`config.mk`:
```
export PLATFORM = sky130hd
export DESIGN_NAME = nip_ctrl
export DESIGN_NICKNAME = d
export VERILOG_FILES = /design/src/nip_pkg.sv /design/src/nip_ctrl.sv /design/src/nip_prio_bank.sv
export SDC_FILE = /design/constraint.sdc
export NUM_CORES = 1
export LEC_CHECK = 0
export BUFFER_PORTS_ARGS = -buffer_cell sky130_fd_sc_hd__clkbuf_2
export CORE_MARGIN = 3
export CORE_UTILIZATION = 41
export DETAILED_ROUTE_END_ITERATION = 16
export PLACE_DENSITY = 0.88
export SLEW_MARGIN = 20
export SYNTH_ARGS = -nofsm -noshare
export SYNTH_HDL_FRONTEND = slang
export SYNTH_SLANG_ARGS = --single-unit
```
`constraint.sdc`:
```
create_clock -name core_clk -period 1.5 [get_ports core_clk]
set_input_delay 0.3 -clock core_clk [delete_from_list [all_inputs] [get_ports core_clk]]
set_output_delay 0.3 -clock core_clk [all_outputs]
set_load 0.01 [all_outputs]
```
`src/nip_pkg.sv`:
```
// Package with constants and types of the nested interrupt priority block
// Function
// - Interrupt-enable instruction loads 10 into the software priority bits.
// - Interrupt-disable instruction loads 11 into the software priority bits.
// - Branch-if-masked jumps only at 11; branch-if-unmasked jumps on any other value.
// - Pop-flags instruction restores the condition code register from the stack, with bits 7 and 6 forced to one.
// - Priority changed by these instructions persists until return, trap, halt, wait-for-interrupt or another of them.
// - Halt and wait-for-interrupt both set the software priority bits to 10.
// - Implemented vector priority pairs reset to 11; external control registers reset to zero.
package nip_pkg;

  // ****************************************
  // Register indexes (byte address = 4 * index)
  // ****************************************
  localparam logic [7:0] IDX_PRIO_BANK0 = 8'h25;
  localparam logic [7:0] IDX_PRIO_BANK1 = 8'h26;
  localparam logic [7:0] IDX_PRIO_BANK2 = 8'h27;
  localparam logic [7:0] IDX_PRIO_BANK3 = 8'h28;
  localparam logic [7:0] IDX_EXT_EDGE = 8'h29;
  localparam logic [7:0] IDX_TOP_CTRL = 8'h2A;
  localparam logic [7:0] IDX_COND_STATUS = 8'h2B;

  // ****************************************
  // Reset values and field layouts
  // ****************************************
  localparam logic [31:0] PRIO_RST = 32'hFFFF_FFFF;
  localparam logic [31:0] PRIO_IMPL_MASK = 32'h0FFF_FFFC;
  localparam logic [7:0] EXT_EDGE_RST = 8'h00;
  localparam logic [1:0] TOP_CTRL_RST = 2'h0;
  localparam int TOP_IRQ_EN_POS = 0;
  localparam int TOP_EDGE_SEL_POS = 1;
  localparam logic [7:0] COND_RST = 8'hE8;
  localparam logic [7:0] COND_FIXED_ONES = 8'hC0;
  localparam int COND_I1_POS = 5;
  localparam int COND_H_POS = 4;
  localparam int COND_I0_POS = 3;
  localparam int COND_N_POS = 2;
  localparam int COND_Z_POS = 1;
  localparam int COND_C_POS = 0;
  localparam logic [1:0] SOFT_PRIO_LVL0 = 2'h2;
  localparam logic [1:0] SOFT_PRIO_LVL3 = 2'h3;

  // ****************************************
  // Types
  // ****************************************
  typedef enum logic [3:0] {
    NIP_OP_NONE = 4'h0,
    NIP_OP_IRQ_EN = 4'h1,
    NIP_OP_IRQ_DIS = 4'h2,
    NIP_OP_HALT = 4'h3,
    NIP_OP_WAIT_IRQ = 4'h4,
    NIP_OP_POP_FLAGS = 4'h5,
    NIP_OP_IRQ_RET = 4'h6,
    NIP_OP_TRAP = 4'h7,
    NIP_OP_BR_MASKED = 4'h8,
    NIP_OP_BR_UNMASKED = 4'h9
  } nip_op_t;

  typedef enum logic {
    NIP_BUS_IDLE = 1'b0,
    NIP_BUS_RD_WAIT = 1'b1
  } nip_bus_t;

endpackage

```
`src/nip_ctrl.sv`:
```
// Nested interrupt priority control with AHB-Lite register slave
`timescale 1ns/100ps
module nip_ctrl
  import nip_pkg::*;
(
  input wire logic core_clk,
  input wire logic nrst,
  input wire logic hsel,
  input wire logic [31:0] haddr,
  input wire logic [1:0] htrans,
  input wire logic hwrite,
  input wire logic [2:0] hsize,
  input wire logic [31:0] hwdata,
  input wire logic hready,
  output logic [31:0] hrdata,
  output logic hreadyout,
  output logic hresp,
  input wire logic instr_valid,
  input wire nip_op_t instr_op,
  input wire logic [7:0] stack_cond,
  input wire logic alu_flags_we,
  input wire logic [3:0] alu_flags,
  output logic [7:0] condition_code_reg,
  output logic branch_done,
  output logic branch_taken,
  output logic trap_nmi,
  output logic ctx_restore,
  output logic [31:0] vec_priority,
  output logic [7:0] external_edge_select,
  output logic top_level_edge_select,
  output logic top_level_irq_enable
);

  // ****************************************
  // Declarations
  // ****************************************
  nip_bus_t bus_st_ff, nxt_bus_st;
  logic wr_pend_ff, nxt_wr_pend;
  logic [7:0] wr_idx_ff, nxt_wr_idx;
  logic [7:0] rd_idx_ff, nxt_rd_idx;
  logic [31:0] hrdata_ff, nxt_hrdata;
  logic hreadyout_ff, nxt_hreadyout;
  logic [7:0] ext_edge_ff, nxt_ext_edge;
  logic [1:0] top_ctrl_ff, nxt_top_ctrl;
  logic [7:0] cond_ff, nxt_cond;
  logic br_done_ff, nxt_br_done;
  logic br_taken_ff, nxt_br_taken;
  logic trap_ff, nxt_trap;
  logic restore_ff, nxt_restore;
  logic [3:0] bank_wr;
  logic accept;
  logic masked;
  logic [7:0] rd_byte;

  // ****************************************
  // AHB-Lite slave
  // ****************************************
  // Reads take one wait state so that a write in the preceding data phase
  // is already visible; writes complete with no wait.
  assign accept = hsel && htrans[1] && hready;

  always_comb begin
    unique case (rd_idx_ff)
      IDX_PRIO_BANK0: rd_byte = vec_priority[7:0];
      IDX_PRIO_BANK1: rd_byte = vec_priority[15:8];
      IDX_PRIO_BANK2: rd_byte = vec_priority[23:16];
      IDX_PRIO_BANK3: rd_byte = vec_priority[31:24];
      IDX_EXT_EDGE: rd_byte = ext_edge_ff;
      IDX_TOP_CTRL: rd_byte = {6'h00, top_ctrl_ff};
      IDX_COND_STATUS: rd_byte = cond_ff;
      default: rd_byte = 8'h00;
    endcase
  end

  always_comb begin
    nxt_bus_st = bus_st_ff;
    nxt_wr_pend = accept && hwrite;
    nxt_wr_idx = haddr[9:2];
    nxt_rd_idx = rd_idx_ff;
    nxt_hrdata = hrdata_ff;
    nxt_hreadyout = 1'b1;
    unique case (bus_st_ff)
      NIP_BUS_IDLE: begin
        if (accept && !hwrite) begin
          nxt_bus_st = NIP_BUS_RD_WAIT;
          nxt_rd_idx = haddr[9:2];
          nxt_hreadyout = 1'b0;
        end
      end
      NIP_BUS_RD_WAIT: begin
        nxt_bus_st = NIP_BUS_IDLE;
        nxt_hrdata = {24'h000000, rd_byte};
      end
    endcase
  end

  always_ff @(posedge core_clk) begin
    if (!nrst) begin
      bus_st_ff <= NIP_BUS_IDLE;
      wr_pend_ff <= 1'b0;
      wr_idx_ff <= 8'h00;
      rd_idx_ff <= 8'h00;
      hrdata_ff <= 32'h0000_0000;
      hreadyout_ff <= 1'b1;
    end else begin
      bus_st_ff <= nxt_bus_st;
      wr_pend_ff <= nxt_wr_pend;
      wr_idx_ff <= nxt_wr_idx;
      rd_idx_ff <= nxt_rd_idx;
      hrdata_ff <= nxt_hrdata;
      hreadyout_ff <= nxt_hreadyout;
    end
  end

  assign hrdata = hrdata_ff;
  assign hreadyout = hreadyout_ff;
  assign hresp = 1'b0;

  // ****************************************
  // Priority and external control registers
  // ****************************************
  assign bank_wr[0] = wr_pend_ff && (wr_idx_ff == IDX_PRIO_BANK0);
  assign bank_wr[1] = wr_pend_ff && (wr_idx_ff == IDX_PRIO_BANK1);
  assign bank_wr[2] = wr_pend_ff && (wr_idx_ff == IDX_PRIO_BANK2);
  assign bank_wr[3] = wr_pend_ff && (wr_idx_ff == IDX_PRIO_BANK3);

  nip_prio_bank u_prio_bank (
    .core_clk(core_clk),
    .nrst(nrst),
    .bank_wr(bank_wr),
    .wr_data(hwdata[7:0]),
    .prio_pairs(vec_priority)
  );

  always_comb begin
    nxt_ext_edge = ext_edge_ff;
    nxt_top_ctrl = top_ctrl_ff;
    if (wr_pend_ff && (wr_idx_ff == IDX_EXT_EDGE)) begin
      nxt_ext_edge = hwdata[7:0];
    end
    if (wr_pend_ff && (wr_idx_ff == IDX_TOP_CTRL)) begin
      nxt_top_ctrl = hwdata[1:0];
    end
  end

  always_ff @(posedge core_clk) begin
    if (!nrst) begin
      ext_edge_ff <= EXT_EDGE_RST;
      top_ctrl_ff <= TOP_CTRL_RST;
    end else begin
      ext_edge_ff <= nxt_ext_edge;
      top_ctrl_ff <= nxt_top_ctrl;
    end
  end

  assign external_edge_select = ext_edge_ff;
  assign top_level_edge_select = top_ctrl_ff[TOP_EDGE_SEL_POS];
  assign top_level_irq_enable = top_ctrl_ff[TOP_IRQ_EN_POS];

  // ****************************************
  // Condition code and instruction effects
  // ****************************************
  assign masked = {cond_ff[COND_I1_POS], cond_ff[COND_I0_POS]} == SOFT_PRIO_LVL3;

  always_comb begin
    nxt_cond = cond_ff;
    nxt_br_done = 1'b0;
    nxt_br_taken = 1'b0;
    nxt_trap = 1'b0;
    nxt_restore = 1'b0;
    // ALU flag updates first, so a stack restore in the same cycle wins
    if (alu_flags_we) begin
      nxt_cond[COND_H_POS] = alu_flags[3];
      nxt_cond[COND_N_POS] = alu_flags[2];
      nxt_cond[COND_Z_POS] = alu_flags[1];
      nxt_cond[COND_C_POS] = alu_flags[0];
    end
    // Without an instruction the priority bits hold their level
    if (instr_valid) begin
      unique case (instr_op)
        NIP_OP_IRQ_EN: begin
          {nxt_cond[COND_I1_POS], nxt_cond[COND_I0_POS]} = SOFT_PRIO_LVL0;
        end
        NIP_OP_HALT, NIP_OP_WAIT_IRQ: begin
          {nxt_cond[COND_I1_POS], nxt_cond[COND_I0_POS]} = SOFT_PRIO_LVL0;
        end
        NIP_OP_IRQ_DIS: begin
          {nxt_cond[COND_I1_POS], nxt_cond[COND_I0_POS]} = SOFT_PRIO_LVL3;
        end
        NIP_OP_TRAP: begin
          // Trap is not maskable: it is raised whatever the level
          nxt_trap = 1'b1;
          {nxt_cond[COND_I1_POS], nxt_cond[COND_I0_POS]} = SOFT_PRIO_LVL3;
        end
        NIP_OP_POP_FLAGS: begin
          nxt_cond = stack_cond | COND_FIXED_ONES;
        end
        NIP_OP_IRQ_RET: begin
          nxt_cond = stack_cond | COND_FIXED_ONES;
          nxt_restore = 1'b1;
        end
        NIP_OP_BR_MASKED: begin
          nxt_br_done = 1'b1;
          nxt_br_taken = masked;
        end
        NIP_OP_BR_UNMASKED: begin
          nxt_br_done = 1'b1;
          nxt_br_taken = !masked;
        end
        NIP_OP_NONE: begin
        end
        default: begin
        end
      endcase
    end
  end

  always_ff @(posedge core_clk) begin
    if (!nrst) begin
      cond_ff <= COND_RST;
      br_done_ff <= 1'b0;
      br_taken_ff <= 1'b0;
      trap_ff <= 1'b0;
      restore_ff <= 1'b0;
    end else begin
      cond_ff <= nxt_cond;
      br_done_ff <= nxt_br_done;
      br_taken_ff <= nxt_br_taken;
      trap_ff <= nxt_trap;
      restore_ff <= nxt_restore;
    end
  end

  assign condition_code_reg = cond_ff;
  assign branch_done = br_done_ff;
  assign branch_taken = br_taken_ff;
  assign trap_nmi = trap_ff;
  assign ctx_restore = restore_ff;
endmodule // nip_ctrl

```
`src/nip_prio_bank.sv`:
```
// Per-vector two-bit software priority storage
`timescale 1ns/100ps
module nip_prio_bank
  import nip_pkg::*;
(
  input wire logic core_clk,
  input wire logic nrst,
  input wire logic [3:0] bank_wr,
  input wire logic [7:0] wr_data,
  output logic [31:0] prio_pairs
);

  // ****************************************
  // One generate entry per priority pair
  // ****************************************
  genvar p;
  generate
    for (p = 0; p < 16; p++) begin : g_pair
      if (PRIO_IMPL_MASK[2*p]) begin : g_impl
        logic [1:0] pair_ff;
        logic [1:0] nxt_pair;
        always_comb begin
          nxt_pair = pair_ff;
          if (bank_wr[p/4]) begin
            nxt_pair = wr_data[2*(p%4) +: 2];
          end
        end
        always_ff @(posedge core_clk) begin
          if (!nrst) begin
            pair_ff <= PRIO_RST[2*p +: 2];
          end else begin
            pair_ff <= nxt_pair;
          end
        end
        assign prio_pairs[2*p +: 2] = pair_ff;
      end else begin : g_fixed
        // Unimplemented pairs read back as level 3 for ever
        assign prio_pairs[2*p +: 2] = PRIO_RST[2*p +: 2];
      end
    end
  endgenerate
endmodule // nip_prio_bank

```
### Word-level counts from Yosys, hierarchy flattened

Index checks and enable logic that the tools add are counted.

* input port bits: 92
* bits in registers: 73
* logic and storage cells: 92
* output and inout bits: 88

* reduce and logical (&&, ||, !) cells: 24
* eq/ne operators: 23
* bitwise gates (word level): 2
* muxes and demuxes: 15

Operators by type and width (number)
* 8-bit by 6-bit == test with 1-bit output, second input constant: 13
* 8-bit one-hot mux with 7 select lines: 1
* 4-bit by 3-bit == test with 1-bit output, second input constant: 4
* 1-bit logical AND: 10
* 4-bit by 2-bit == test with 1-bit output, second input constant: 2
* 4-bit == test, second input constant: 2
* 2-bit AND reduction: 4
* 2-bit OR reduction: 4
* 1-bit 2-to-1 mux: 7
* 3-bit 2-to-1 mux: 2
* 1-bit one-hot mux with 2 select lines: 3
* 5-bit 2-to-1 mux: 1
* 5-bit OR reduction: 1
* 4-bit by 1-bit == test with 1-bit output, second input constant: 1
* 1-bit one-hot mux with 3 select lines: 1
* 3-bit nonzero test: 1
* 3-bit OR reduction: 1
* 2-bit == test, second input constant: 1
* 1-bit zero test: 2
* 1-bit NOT: 2
* 2-bit nonzero test: 1

### Longest topological paths before layout

Gate-level depths: netlist of run 1.

* depth in word-level cells: 5
* mapped depth: 6
* mapped depth without buffers: 4

### By module

A second synthesis of run 1 with hierarchy kept.

* cells, all modules: 374
* area, all modules: 3488.3 µm²

Modules (own cells, without submodules)
* nip_ctrl: cells an instance 282, seq. area each 940.9 µm², area an instance 2502.4 µm², times used 1
* nip_prio_bank: cells an instance 92, seq. area each 520.5 µm², area an instance 985.9 µm², times used 1

### Least setup slack after synthesis of run 1

Ideal clock, no wire load.

* path kind: register to register
* start point: reg wr_idx_ff[4]
* end point: reg ext_edge_ff[0], in the netlist external_edge_select[0]
* setup time: 0.128 ns
* data arrival time: 1.529 ns
* period minus slack after synthesis: 1.656 ns
* path slack: -0.156 ns
* path buffers: 1
* data required time: 1.372 ns
* stages on the path, launching flop included: 6
* cells stage by stage: dfxtp_1 or4b_4 nor4b_2 buf_4 mux2i_1 nor2_1

* longest elaborated chain between the ends: 2

RTL lines
* start, declared: RTL line nip_ctrl.sv:39 `logic [7:0] wr_idx_ff, nxt_wr_idx;`
* start signal, assigned: RTL line nip_ctrl.sv:108 `wr_idx_ff <= nxt_wr_idx;`
* 8-bit by 6-bit == test with 1-bit output: RTL line nip_ctrl.sv:138 `if (wr_pend_ff && (wr_idx_ff == IDX_EXT_EDGE)) begin`
* 1-bit logical AND: RTL line nip_ctrl.sv:138
* end signal, assigned: RTL line nip_ctrl.sv:151 `ext_edge_ff <= nxt_ext_edge;`
* end, declared: RTL line nip_ctrl.sv:43 `logic [7:0] ext_edge_ff, nxt_ext_edge;`

Every way passes these cells.
A chain may end at the register's enable or synchronous reset.

### Final worst setup path of run 1

* start point: reg wr_idx_ff[6]
* end point: reg ext_edge_ff[6], in the netlist external_edge_select[6]

The elaborated chain is that of the path after synthesis.

==> impl_metrics.toml, run 1 <==
[drt]
drc = 0
drt_first_pass_iters = 5
drt_wl_cell_um = 16.8
drtAntennaViolNets = 0
wl_met2_um = 5060
drt_first_iter_violations = 246
topRoutingLayerUsed = "met4"
wl_met1_um = 4130
drt_wl_total_um = 10200
routed_via_density = 5.34
num_vias = 3250
wl_met3_um = 773

[cells_and_area]
seq_area_mm2 = 0.00147
layout-area-overhead-vs-synth_pct = 31.4
layout.core_utilization = 0.558
final.fill_count = 717
largest_register_ffs = 26
finalNetCount = 591
finalNonFillerCells = 609
multi_input_comb_area_mm2 = 0.00193
layout-drive-gt1-share = 0.369
top_register = "u_prio_bank.g_pair.g_impl.pair_ff"
antenna_cells = 0

[outcome]
run_status = "complete, but fails checks"
violations_in_the_final_reports = "setup timing"

[floorplan]
row_count = 33
floorplan.initialDensity = 0.425
design.die.area_mm2 = 0.00975
floorplan.io_pins = 180
area_of_the_core_mm2 = 0.00830
dieHeight_um = 98.8
die_width_um = 98.8

[grt]
grt_first_pass_wirelength_um = 16000
maximum_number_of_pins_on_one_net_before_global_route_repair = 28
grt_pass1_vias = 3261
global_route.usage.total = 0.207
antenna_found_initial = 0
globalRouteOverflowTotal = 0

[yosys]
yosys.cell_count.top_type = "sky130_fd_sc_hd__dfxtp_1"
avgSynthCellArea_um2 = 9.41
post_synth_simple_gate_area = 0.210
synth_flop_cell = "sky130_fd_sc_hd__dfxtp_1"
synth.lib_cells_used.distinct = 53
ys_ff_latch = 73
main_combinational_cell_family_by_area_after_synthesis = "simple AND/OR/NAND/NOR gates"
synth.area.top_cells = "sky130_fd_sc_hd__dfxtp_1 (41%), sky130_fd_sc_hd__mux2i_1 (14%), sky130_fd_sc_hd__buf_4 (7.2%), sky130_fd_sc_hd__nand2_1 (3.4%), sky130_fd_sc_hd__nor2_1 (3.1%)"
synth_async_sr_flop_share = 0
synth-edff-count = 0
synth.top_cell.area_share = 0.414
synth-compound-area-share = 0.103
synth_seq_area_share = 0.414
post_synth_fa_ha_maj_area_fraction = 0
synth.largest_area_cell = "sky130_fd_sc_hd__dfxtp_1"
synth.top_cells.by_count = "sky130_fd_sc_hd__dfxtp_1 (73), sky130_fd_sc_hd__mux2i_1 (48), sky130_fd_sc_hd__buf_4 (34)"
yosys-mux-area-fraction = 0.162
ys_warn_count = 0
post_synth_xor_area_fraction = 0.00745
netlist_area_mm2 = 0.00353
mapped_cells = 375

[min_path]
hp-class = "primary input to flip-flop"

[critical_path]
setup.worst_path.class = "flip-flop to flip-flop"
cp.required_ns = 1.74
worst_setup_path_end_kind = "flip-flop"
cp_max_fo = 8
worst_ep_arrival_time_ns = 1.96
cp_launch_type = "flip-flop"

[placement]
replace_congestion = 0.905
io_buffer_count = 92
place.detailed.hpwl_um = 7390
dpl.cell_count = 586

[cts]
clk-insertion-delay-late_ns = 0.35
cell_chosen_for_the_clock_root = "sky130_fd_sc_hd__clkbuf_8"
ctsHoldBuffers = 0
number_of_h_tree_branching_levels = 3
clock_pin_slew_on_the_worst_setup_and_hold_paths_ns = 0.07
cts_tree = "built"
number_of_buffers_created_by_cts = 9
clock_tree.buffer_depth = 2
cts.sinks = 73

[sta]
timing_hold_violations_final = 0
final-max-slew-violation-count = 0
timing.final.ws_setup_ns = -0.220
finalCritPeriodShare = 1.15
fin_skew_ns = 0.00752
report.final.setup_viol = 42
post-route-min-period_ns = 1.72
timing.fmax_mhz = 581
rsz_0062_raised_after_global_routing = "true"

[flow_run]
cap_viol_max_count = 0

[power_and_ir_drop]
leakagePower_nw = 2.21
power_density_mw_per_mm2 = 808
total_power_w = 0.00374
worst_ir_drop_vdd_v = 0.000307
## worst max-delay path, cell delays in order, from the launching register on
cell and delay (ns):
sky130_fd_sc_hd__dfxtp_2 0.32, sky130_fd_sc_hd__or4b_4 0.57, sky130_fd_sc_hd__nor4b_4 0.24, sky130_fd_sc_hd__buf_6 0.21, sky130_fd_sc_hd__mux2i_1 0.20, sky130_fd_sc_hd__nor2_1 0.06
## routing by layer
layer	global-route usage	vias up
met3	0.0510	20
met5	0	-
li1	-	1508
met4	0.0809	0
met2	0.353	162
met1	0.251	1560
## layout make-up
type	instances	area share
Clock buffer	13	0.0343
Tap cell	105	0.0284
Multi-Input combinational cell	273	0.416
Timing Repair Buffer	137	0.197
Inverter	5	0.00405
Sequential cell	73	0.317
Clock inverter	3	0.00324
## logic make-up (layout without fill, tap and decap cells)
group,count (synthesis),count (layout)
flip-flops,73,73
AO/OA/AOI/OAI,50,50
buffers and inverters,60,158
XOR/XNOR,3,3
other,2,33
multiplexers,56,56
AND/OR/NAND/NOR,131,131
## power by group
part | internal (W) | switching, W | leakage (nW)
clock | 0.000684 | 0.000711 | 0.0932
sequential | 0.00197 | 0.0000284 | 0.594
combinational | 0.000150 | 0.000203 | 1.52
## what timing repair did
| action | CTS | global route |
|---|---|---|
| pin swaps | 22 | 8 |
| cloned | 1 | 0 |
| buffers inserted | 7 | 0 |
| resized for setup | 29 | 5 |
| endpoints found under the setup margin | 42 | 44 |
## worst paths after layout
kind / cells after the start / slack [ns] / end / startpoint
setup reg to reg: 5 / -0.22 / external_edge_select[6] / wr_idx_ff[6]
hold reg to reg: 2 / 0.48 / hrdata[1] / hrdata[1]
hold / removal: 3 / 0.17 / wr_pend_ff / hwrite
setup / recovery: 5 / -0.22 / external_edge_select[6] / wr_idx_ff[6]
## cell usage in the layout, fill, tap and decap left out, types with 3 or more instances in the layout
master,instances
sky130_fd_sc_hd__a31oi_1,4
sky130_fd_sc_hd__nor2b_1,14
sky130_fd_sc_hd__nor3_2,3
sky130_fd_sc_hd__conb_1,33
sky130_fd_sc_hd__dfxtp_2,4
sky130_fd_sc_hd__clkbuf_2,92
sky130_fd_sc_hd__clkinv_2,3
sky130_fd_sc_hd__nand2b_1,6
sky130_fd_sc_hd__nor2_4,3
sky130_fd_sc_hd__nand3_1,7
sky130_fd_sc_hd__o21ai_0,3
sky130_fd_sc_hd__a311oi_1,3
sky130_fd_sc_hd__buf_4,27
sky130_fd_sc_hd__mux2i_1,48
sky130_fd_sc_hd__inv_1,4
sky130_fd_sc_hd__a211o_1,4
sky130_fd_sc_hd__buf_12,5
sky130_fd_sc_hd__clkbuf_8,11
sky130_fd_sc_hd__o21ai_1,3
sky130_fd_sc_hd__dfxtp_1,69
sky130_fd_sc_hd__nor2_1,27
sky130_fd_sc_hd__nand4_1,3
sky130_fd_sc_hd__and2_1,10
sky130_fd_sc_hd__nor4b_4,4
sky130_fd_sc_hd__buf_6,12
sky130_fd_sc_hd__mux2_2,8
sky130_fd_sc_hd__a32oi_1,3
sky130_fd_sc_hd__a21oi_1,8
sky130_fd_sc_hd__a22oi_1,3
sky130_fd_sc_hd__nand2_1,32
sky130_fd_sc_hd__nand3_2,6
## per-stage QoR
stage	hold WS [ns]	instance area [µm²]	TNS (ns)	setup slack, ns
floorplan	0.384	3690	-1.76	-0.147
global placement	0.479	4260	-2.99	-0.202
detailed placement	0.479	4260	-4.13	-0.237
CTS	0.146	4610	-6.56	-0.258
global route	0.151	4630	-7.52	-0.280
finish	0.166	4630	-4.41	-0.220
Note: power is estimated with default switching activity, not from simulation.
==> run 2, diff against run 1 <==
--- a/config.mk
+++ b/config.mk
@@ -8,6 +8,7 @@
 export BUFFER_PORTS_ARGS = -buffer_cell sky130_fd_sc_hd__clkbuf_2
 export CORE_MARGIN = 3
 export CORE_UTILIZATION = 41
+export CTS_BUF_LIST = sky130_fd_sc_hd__clkbuf_16
 export DETAILED_ROUTE_END_ITERATION = 16
 export PLACE_DENSITY = 0.88
 export SLEW_MARGIN = 20
==> run 2 against run 1 <==
Against the previous run:
- hold slack gained 0.014 ns
- largest cell class unchanged
- power grew 12%
- sequential share of layout area shrank 0.44 points
- the flow still finishes with violations (setup timing)
- sequential power is essentially flat
- critical endpoint unchanged
- non-clock buffer count is the same
- core utilization grew 0.84 points
- routed wire length grew 0.15%
- sequential cell count is the same
- cell count is the same
==> impl_metrics.toml, run 2 (synthesized netlist as in run 1, its figures left out) <==
[critical_path]
timing.reg2reg.setup_slack_ns = -0.22
worst_ep_arrival_time_ns = 1.95
cp_launch_type = "flip-flop"
cp_cell_sequence = "or4b_4 > nor4b_4 > buf_6 > mux2i_1 > nor2_1"
setup.worst_path.class = "flip-flop to flip-flop"
regToRegStartpoint = "wr_idx_ff[6]"
worst_r2r_path_depth = 5
critPathMaxStageDelay_ns = 0.57
cp.required_ns = 1.73
r2r_end = "external_edge_select[6]"
worst_setup_path_end_kind = "flip-flop"
cp_max_fo = 8
cpMaxStageDelayCell = "sky130_fd_sc_hd__or4b_4"

[grt]
antenna_found_initial = 0
globalRouteOverflowTotal = 0
global_route.usage.total = 0.208
maximum_number_of_pins_on_one_net_before_global_route_repair = 28
grt_pass1_vias = 3226
grt_first_pass_wirelength_um = 16000

[placement]
replace_congestion = 0.905
place.detailed.hpwl_um = 7390
setup_slack_placement_ns = -0.237
io_buffer_count = 92

[sta]
timing.hold.ws_ns = 0.181
timing.fmax_mhz = 582
timing_hold_violations_final = 0
post-route-min-period_ns = 1.72
finalCritPeriodShare = 1.15
rsz_0062_raised_after_global_routing = "true"
final-max-slew-violation-count = 0
report.final.setup_viol = 43
setup_tns_ns = -4.26
fin_skew_ns = 0.00539
timing.final.ws_setup_ns = -0.218

[cts]
cts.sinks = 73
clock_pin_slew_on_the_worst_setup_and_hold_paths_ns = 0.06
cell_chosen_for_the_clock_root = "sky130_fd_sc_hd__clkbuf_16"
number_of_buffers_created_by_cts = 9
cts_tree = "built"
number_of_h_tree_branching_levels = 3
clock_tree.buffer_depth = 2
ctsHoldBuffers = 0
clk-insertion-delay-late_ns = 0.33

[floorplan]
floorplan.io_pins = 180
die_width_um = 98.8
dieHeight_um = 98.8
row_count = 33
area_of_the_core_mm2 = 0.00830
floorplan.initialDensity = 0.425
design.die.area_mm2 = 0.00975

[power_and_ir_drop]
power.net_switching_w = 0.00101
swShare = 0.239
power.combinational.fraction = 0.083
power_frac_clock = 0.442
intPower_w = 0.00320
power_density_mw_per_mm2 = 895
worst_ir_drop_vdd_v = 0.000460
sequentialPowerShare = 0.475
leakagePower_nw = 2.27

[drt]
drt_wl_total_um = 10200
drc = 0
num_vias = 3236
drtAntennaViolNets = 0
drt_first_pass_iters = 4
routed_via_density = 5.31
drt_first_iter_violations = 261
drt_wl_cell_um = 16.8

[min_path]
worstHoldEndpoint = "wr_pend_ff"
hold_start = "hwrite"
hold_path_depth = 3
hp-class = "primary input to flip-flop"

[cells_and_area]
multi_input_comb_area_mm2 = 0.00193
leading_cell_type_in_the_layout_fill_and_taps_excluded = "sky130_fd_sc_hd__clkbuf_2"
layout.core_utilization = 0.567
seq_area_mm2 = 0.00147
layout-drive-gt1-share = 0.367
layout-area-overhead-vs-synth_pct = 33.3
top_register = "u_prio_bank.g_pair.g_impl.pair_ff"
antenna_cells = 0
finalNetCount = 591
layout.cells.most_common_list = "sky130_fd_sc_hd__clkbuf_2 (92), sky130_fd_sc_hd__dfxtp_1 (68), sky130_fd_sc_hd__mux2i_1 (48), sky130_fd_sc_hd__conb_1 (33), sky130_fd_sc_hd__nand2_1 (31)"
final.fill_count = 700
largest_register_ffs = 26

[outcome]
run_status = "complete, but fails checks"
violations_in_the_final_reports = "setup timing"

[flow_run]
cap_viol_max_count = 0
## run 2: worst max-delay path by stage
stage                             from                                       end  slack (ns)
after floorplan           wr_idx_ff[4]  u_prio_bank.g_pair[12].g_impl.pair_ff[1]       -0.15
after global placement    wr_idx_ff[4]                   external_edge_select[7]       -0.20
after detailed placement  wr_idx_ff[4]                   external_edge_select[2]       -0.24
after CTS                 wr_idx_ff[6]                   external_edge_select[6]       -0.26
after global routing      wr_idx_ff[6]                   external_edge_select[2]       -0.28
final                     wr_idx_ff[6]                   external_edge_select[6]       -0.22
## run 2: final cells by class
class / instances / area share
Clock buffer: 9 / 0.0479
Timing Repair Buffer: 137 / 0.192
Clock inverter: 7 / 0.00638
Multi-Input combinational cell: 273 / 0.409
Sequential cell: 73 / 0.312
Inverter: 5 / 0.00399
Tap cell: 105 / 0.0279
## run 2: timing repair
| item | in CTS | in global routing |
|---|---|---|
| pin swaps | 19 | 11 |
| setup endpoints to repair | 42 | 44 |
| resized for setup | 26 | 10 |
| gates cloned | 1 | 0 |
| buffers inserted | 7 | 0 |
## run 2: critical path: cells and delay by family (launching register included)
family                 cells  cell delay (ns)
multiplexers               1             0.21
AND/OR/NAND/NOR            3             0.87
buffers and inverters      1             0.21
flip-flops                 1             0.31
## run 2: metal layers
metal  track usage  wire (µm)  share of wire  vias to the layer above
met1         0.252       4110           0.40                     1538
met5             0          0              0                        -
met2         0.343       5020           0.49                      161
li1              -          -              -                     1511
met4        0.0987        320          0.031                        0
met3        0.0531        764          0.075                       26
## run 2: power by group through the flow
stage          registers [W]  clock network [W]  logic (W)
2_1_floorplan        0.00203                  0   0.000238
3_3_place_gp         0.00203                  0   0.000314
3_5_place_dp         0.00204                  0   0.000324
4_1_cts              0.00200            0.00188   0.000342
5_1_grt              0.00200            0.00198   0.000379
6_report             0.00200            0.00186   0.000351
## run 2: per-stage QoR
step | total power (W) | cells | instance area (µm²)
final | 0.00421 | 609 | 4700
after floorplan | 0.00227 | 406 | 3690
after global routing | 0.00436 | 609 | 4700
after CTS | 0.00422 | 609 | 4660
after global placement | 0.00235 | 586 | 4260
after detailed placement | 0.00236 | 586 | 4260
==> run 3, diff against run 2 <==
--- a/config.mk
+++ b/config.mk
@@ -10,7 +10,8 @@
 export CORE_UTILIZATION = 41
 export CTS_BUF_LIST = sky130_fd_sc_hd__clkbuf_16
 export DETAILED_ROUTE_END_ITERATION = 16
-export PLACE_DENSITY = 0.88
+export PLACE_DENSITY = 0.84
+export REMOVE_ABC_BUFFERS = 1
 export SLEW_MARGIN = 20
 export SYNTH_ARGS = -nofsm -noshare
 export SYNTH_HDL_FRONTEND = slang
==> run 3 against run 2 <==
Against the previous run:
- the flow still finishes with violations (setup timing)
- register-to-register slack worse by 0.08 ns
- combinational power barely moved
- fmax is 4.6% lower
- die area unchanged
- clock skew barely moved
- hold slack improved by 0.0037 ns
- global-route usage increased by 0.39 points
- via count up 0.71%
- sequential power hardly changed
- power is 9.8% higher
- setup slack got worse by 0.082 ns
- critical path type unchanged
- highest routed layer unchanged
==> impl_metrics.toml, run 3 (synthesized netlist as in run 1, its figures left out) <==
[outcome]
run_status = "complete, but fails checks"
violations_in_the_final_reports = "setup timing"

[cells_and_area]
final.fill_count = 684
leading_cell_type_in_the_layout_fill_and_taps_excluded = "sky130_fd_sc_hd__clkbuf_2"
layout-drive-gt1-share = 0.391
antenna_cells = 0
layout-area-overhead-vs-synth_pct = 37.2
layout.cells.most_common_list = "sky130_fd_sc_hd__clkbuf_2 (92), sky130_fd_sc_hd__dfxtp_1 (68), sky130_fd_sc_hd__mux2i_1 (45), sky130_fd_sc_hd__buf_4 (36), sky130_fd_sc_hd__conb_1 (33)"
top_register = "u_prio_bank.g_pair.g_impl.pair_ff"
finalNetCount = 596
largest_register_ffs = 26

[sta]
post-route-min-period_ns = 1.80
report.final.setup_viol = 28
timing_hold_violations_final = 0
max_slew_margin = 0.671
fin_skew_ns = 0.00526
finalCritPeriodShare = 1.20
worstMarginPinSlew_ns = 0.488
timing.fmax_mhz = 555
timing.final.ws_setup_ns = -0.300
rsz_0062_raised_after_global_routing = "true"
final-max-slew-violation-count = 0
setup_tns_ns = -3.82

[cts]
cell_chosen_for_the_clock_root = "sky130_fd_sc_hd__clkbuf_16"
cts_tree = "built"
clk-insertion-delay-late_ns = 0.33
number_of_h_tree_branching_levels = 3
number_of_buffers_created_by_cts = 9
cts.sinks = 73
clock_tree.buffer_depth = 2
clock_pin_slew_on_the_worst_setup_and_hold_paths_ns = 0.06

[floorplan]
design.die.area_mm2 = 0.00975
die_width_um = 98.8
floorplan.initialDensity = 0.425
row_count = 33
floorplan.io_pins = 180
area_of_the_core_mm2 = 0.00830
dieHeight_um = 98.8

[drt]
num_vias = 3259
drt_first_pass_iters = 5
drc = 0
drtAntennaViolNets = 0
routed_via_density = 5.31
drt_wl_total_um = 10300
drt_wl_cell_um = 16.8
drt_first_iter_violations = 186

[critical_path]
crit_start = "wr_idx_ff[6]"
worst_ep_arrival_time_ns = 2.01
regToRegStartpoint = "wr_idx_ff[6]"
cp_max_fo = 2
setup.worst_path.class = "flip-flop to flip-flop"
cp_launch_type = "flip-flop"
cp.required_ns = 1.71
worst_setup_path_end_kind = "flip-flop"

[grt]
grt_pass1_vias = 3201
grt_first_pass_wirelength_um = 16200
global_route.usage.total = 0.212
maximum_number_of_pins_on_one_net_before_global_route_repair = 25
antenna_found_initial = 0
globalRouteOverflowTotal = 0

[min_path]
hold_start = "hwrite"
hp-class = "primary input to flip-flop"

[placement]
io_buffer_count = 92
place.detailed.hpwl_um = 7470
replace_congestion = 0.909

[flow_run]
cap_viol_max_count = 0

[power_and_ir_drop]
leakagePower_nw = 2.31
power_density_mw_per_mm2 = 955
total_power_w = 0.00462
worst_ir_drop_vdd_v = 0.000649
run 3: cell types whose count changed in the layout (fill, tap and decap cells not counted), sizes merged:
cell / previous run / this run
inv: 6 / 5
buf: 45 / 50
clkinv: 6 / 3
bufinv: 0 / 2
clkinvlp: 0 / 2
run 3: where the power goes:
| group | internal, W | switching [W] |
|---|---|---|
| clock | 0.00145 | 0.000819 |
| sequential | 0.00197 | 0.0000289 |
| combinational | 0.000147 | 0.000203 |
| total | 0.00357 | 0.00105 |
run 3: worst max-delay path: stages, from the launching register on:
cell and delay, ns:
sky130_fd_sc_hd__dfxtp_2 0.31, sky130_fd_sc_hd__or4b_4 0.57, sky130_fd_sc_hd__nor4b_4 0.31, sky130_fd_sc_hd__buf_4 0.19, sky130_fd_sc_hd__mux2i_1 0.21, sky130_fd_sc_hd__nand2_1 0.08
run 3: metal layers:
| layer | wire (µm) | GRT usage |
|---|---|---|
| met5 | 0 | 0 |
| met4 | 229 | 0.0945 |
| met3 | 698 | 0.0354 |
| met2 | 5000 | 0.354 |
| met1 | 4410 | 0.267 |
run 3: stage by stage:
step | hold slack [ns] | area, µm² | std cells | setup slack, ns | utilization
after floorplan | 0.362 | 3300 | 351 | -0.597 | -
after global placement | 0.460 | 4270 | 593 | -0.262 | 0.515
after detailed placement | 0.485 | 4270 | 593 | -0.318 | 0.515
after CTS | 0.167 | 4750 | 613 | -0.251 | 0.573
after global routing | 0.182 | 4840 | 614 | -0.340 | 0.583
final | 0.184 | 4840 | 614 | -0.300 | 0.583
run 3: final cells by class:
cell class,instances,area (µm²),share of cell area
well taps,105,131,0.0271
clock inverters,7,93.8,0.0194
flip-flops and latches,73,1470,0.303
clock buffers,9,225,0.0465
inverters,5,18.8,0.00388
repair buffers,142,935,0.193
multi-input cells,273,1970,0.407
run 3: what timing repair did:
| item | 4_1_cts | 5_1_grt |
|---|---|---|
| setup buffers | 2 | 1 |
| resized for setup | 31 | 17 |
| setup endpoints to repair | 30 | 42 |
| hold buffers | 0 | 0 |
| pin swaps | 14 | 15 |
| gates cloned | 2 | 0 |
run 3: worst paths after layout:
kind / end / slack, ns / cells past startpoint
worst max-delay path: u_prio_bank.g_pair[12].g_impl.pair_ff[1] / -0.30 / 5
worst min-delay path: wr_pend_ff / 0.18 / 3
worst max register to register: u_prio_bank.g_pair[12].g_impl.pair_ff[1] / -0.30 / 5
worst min register to register: hrdata[1] / 0.49 / 2
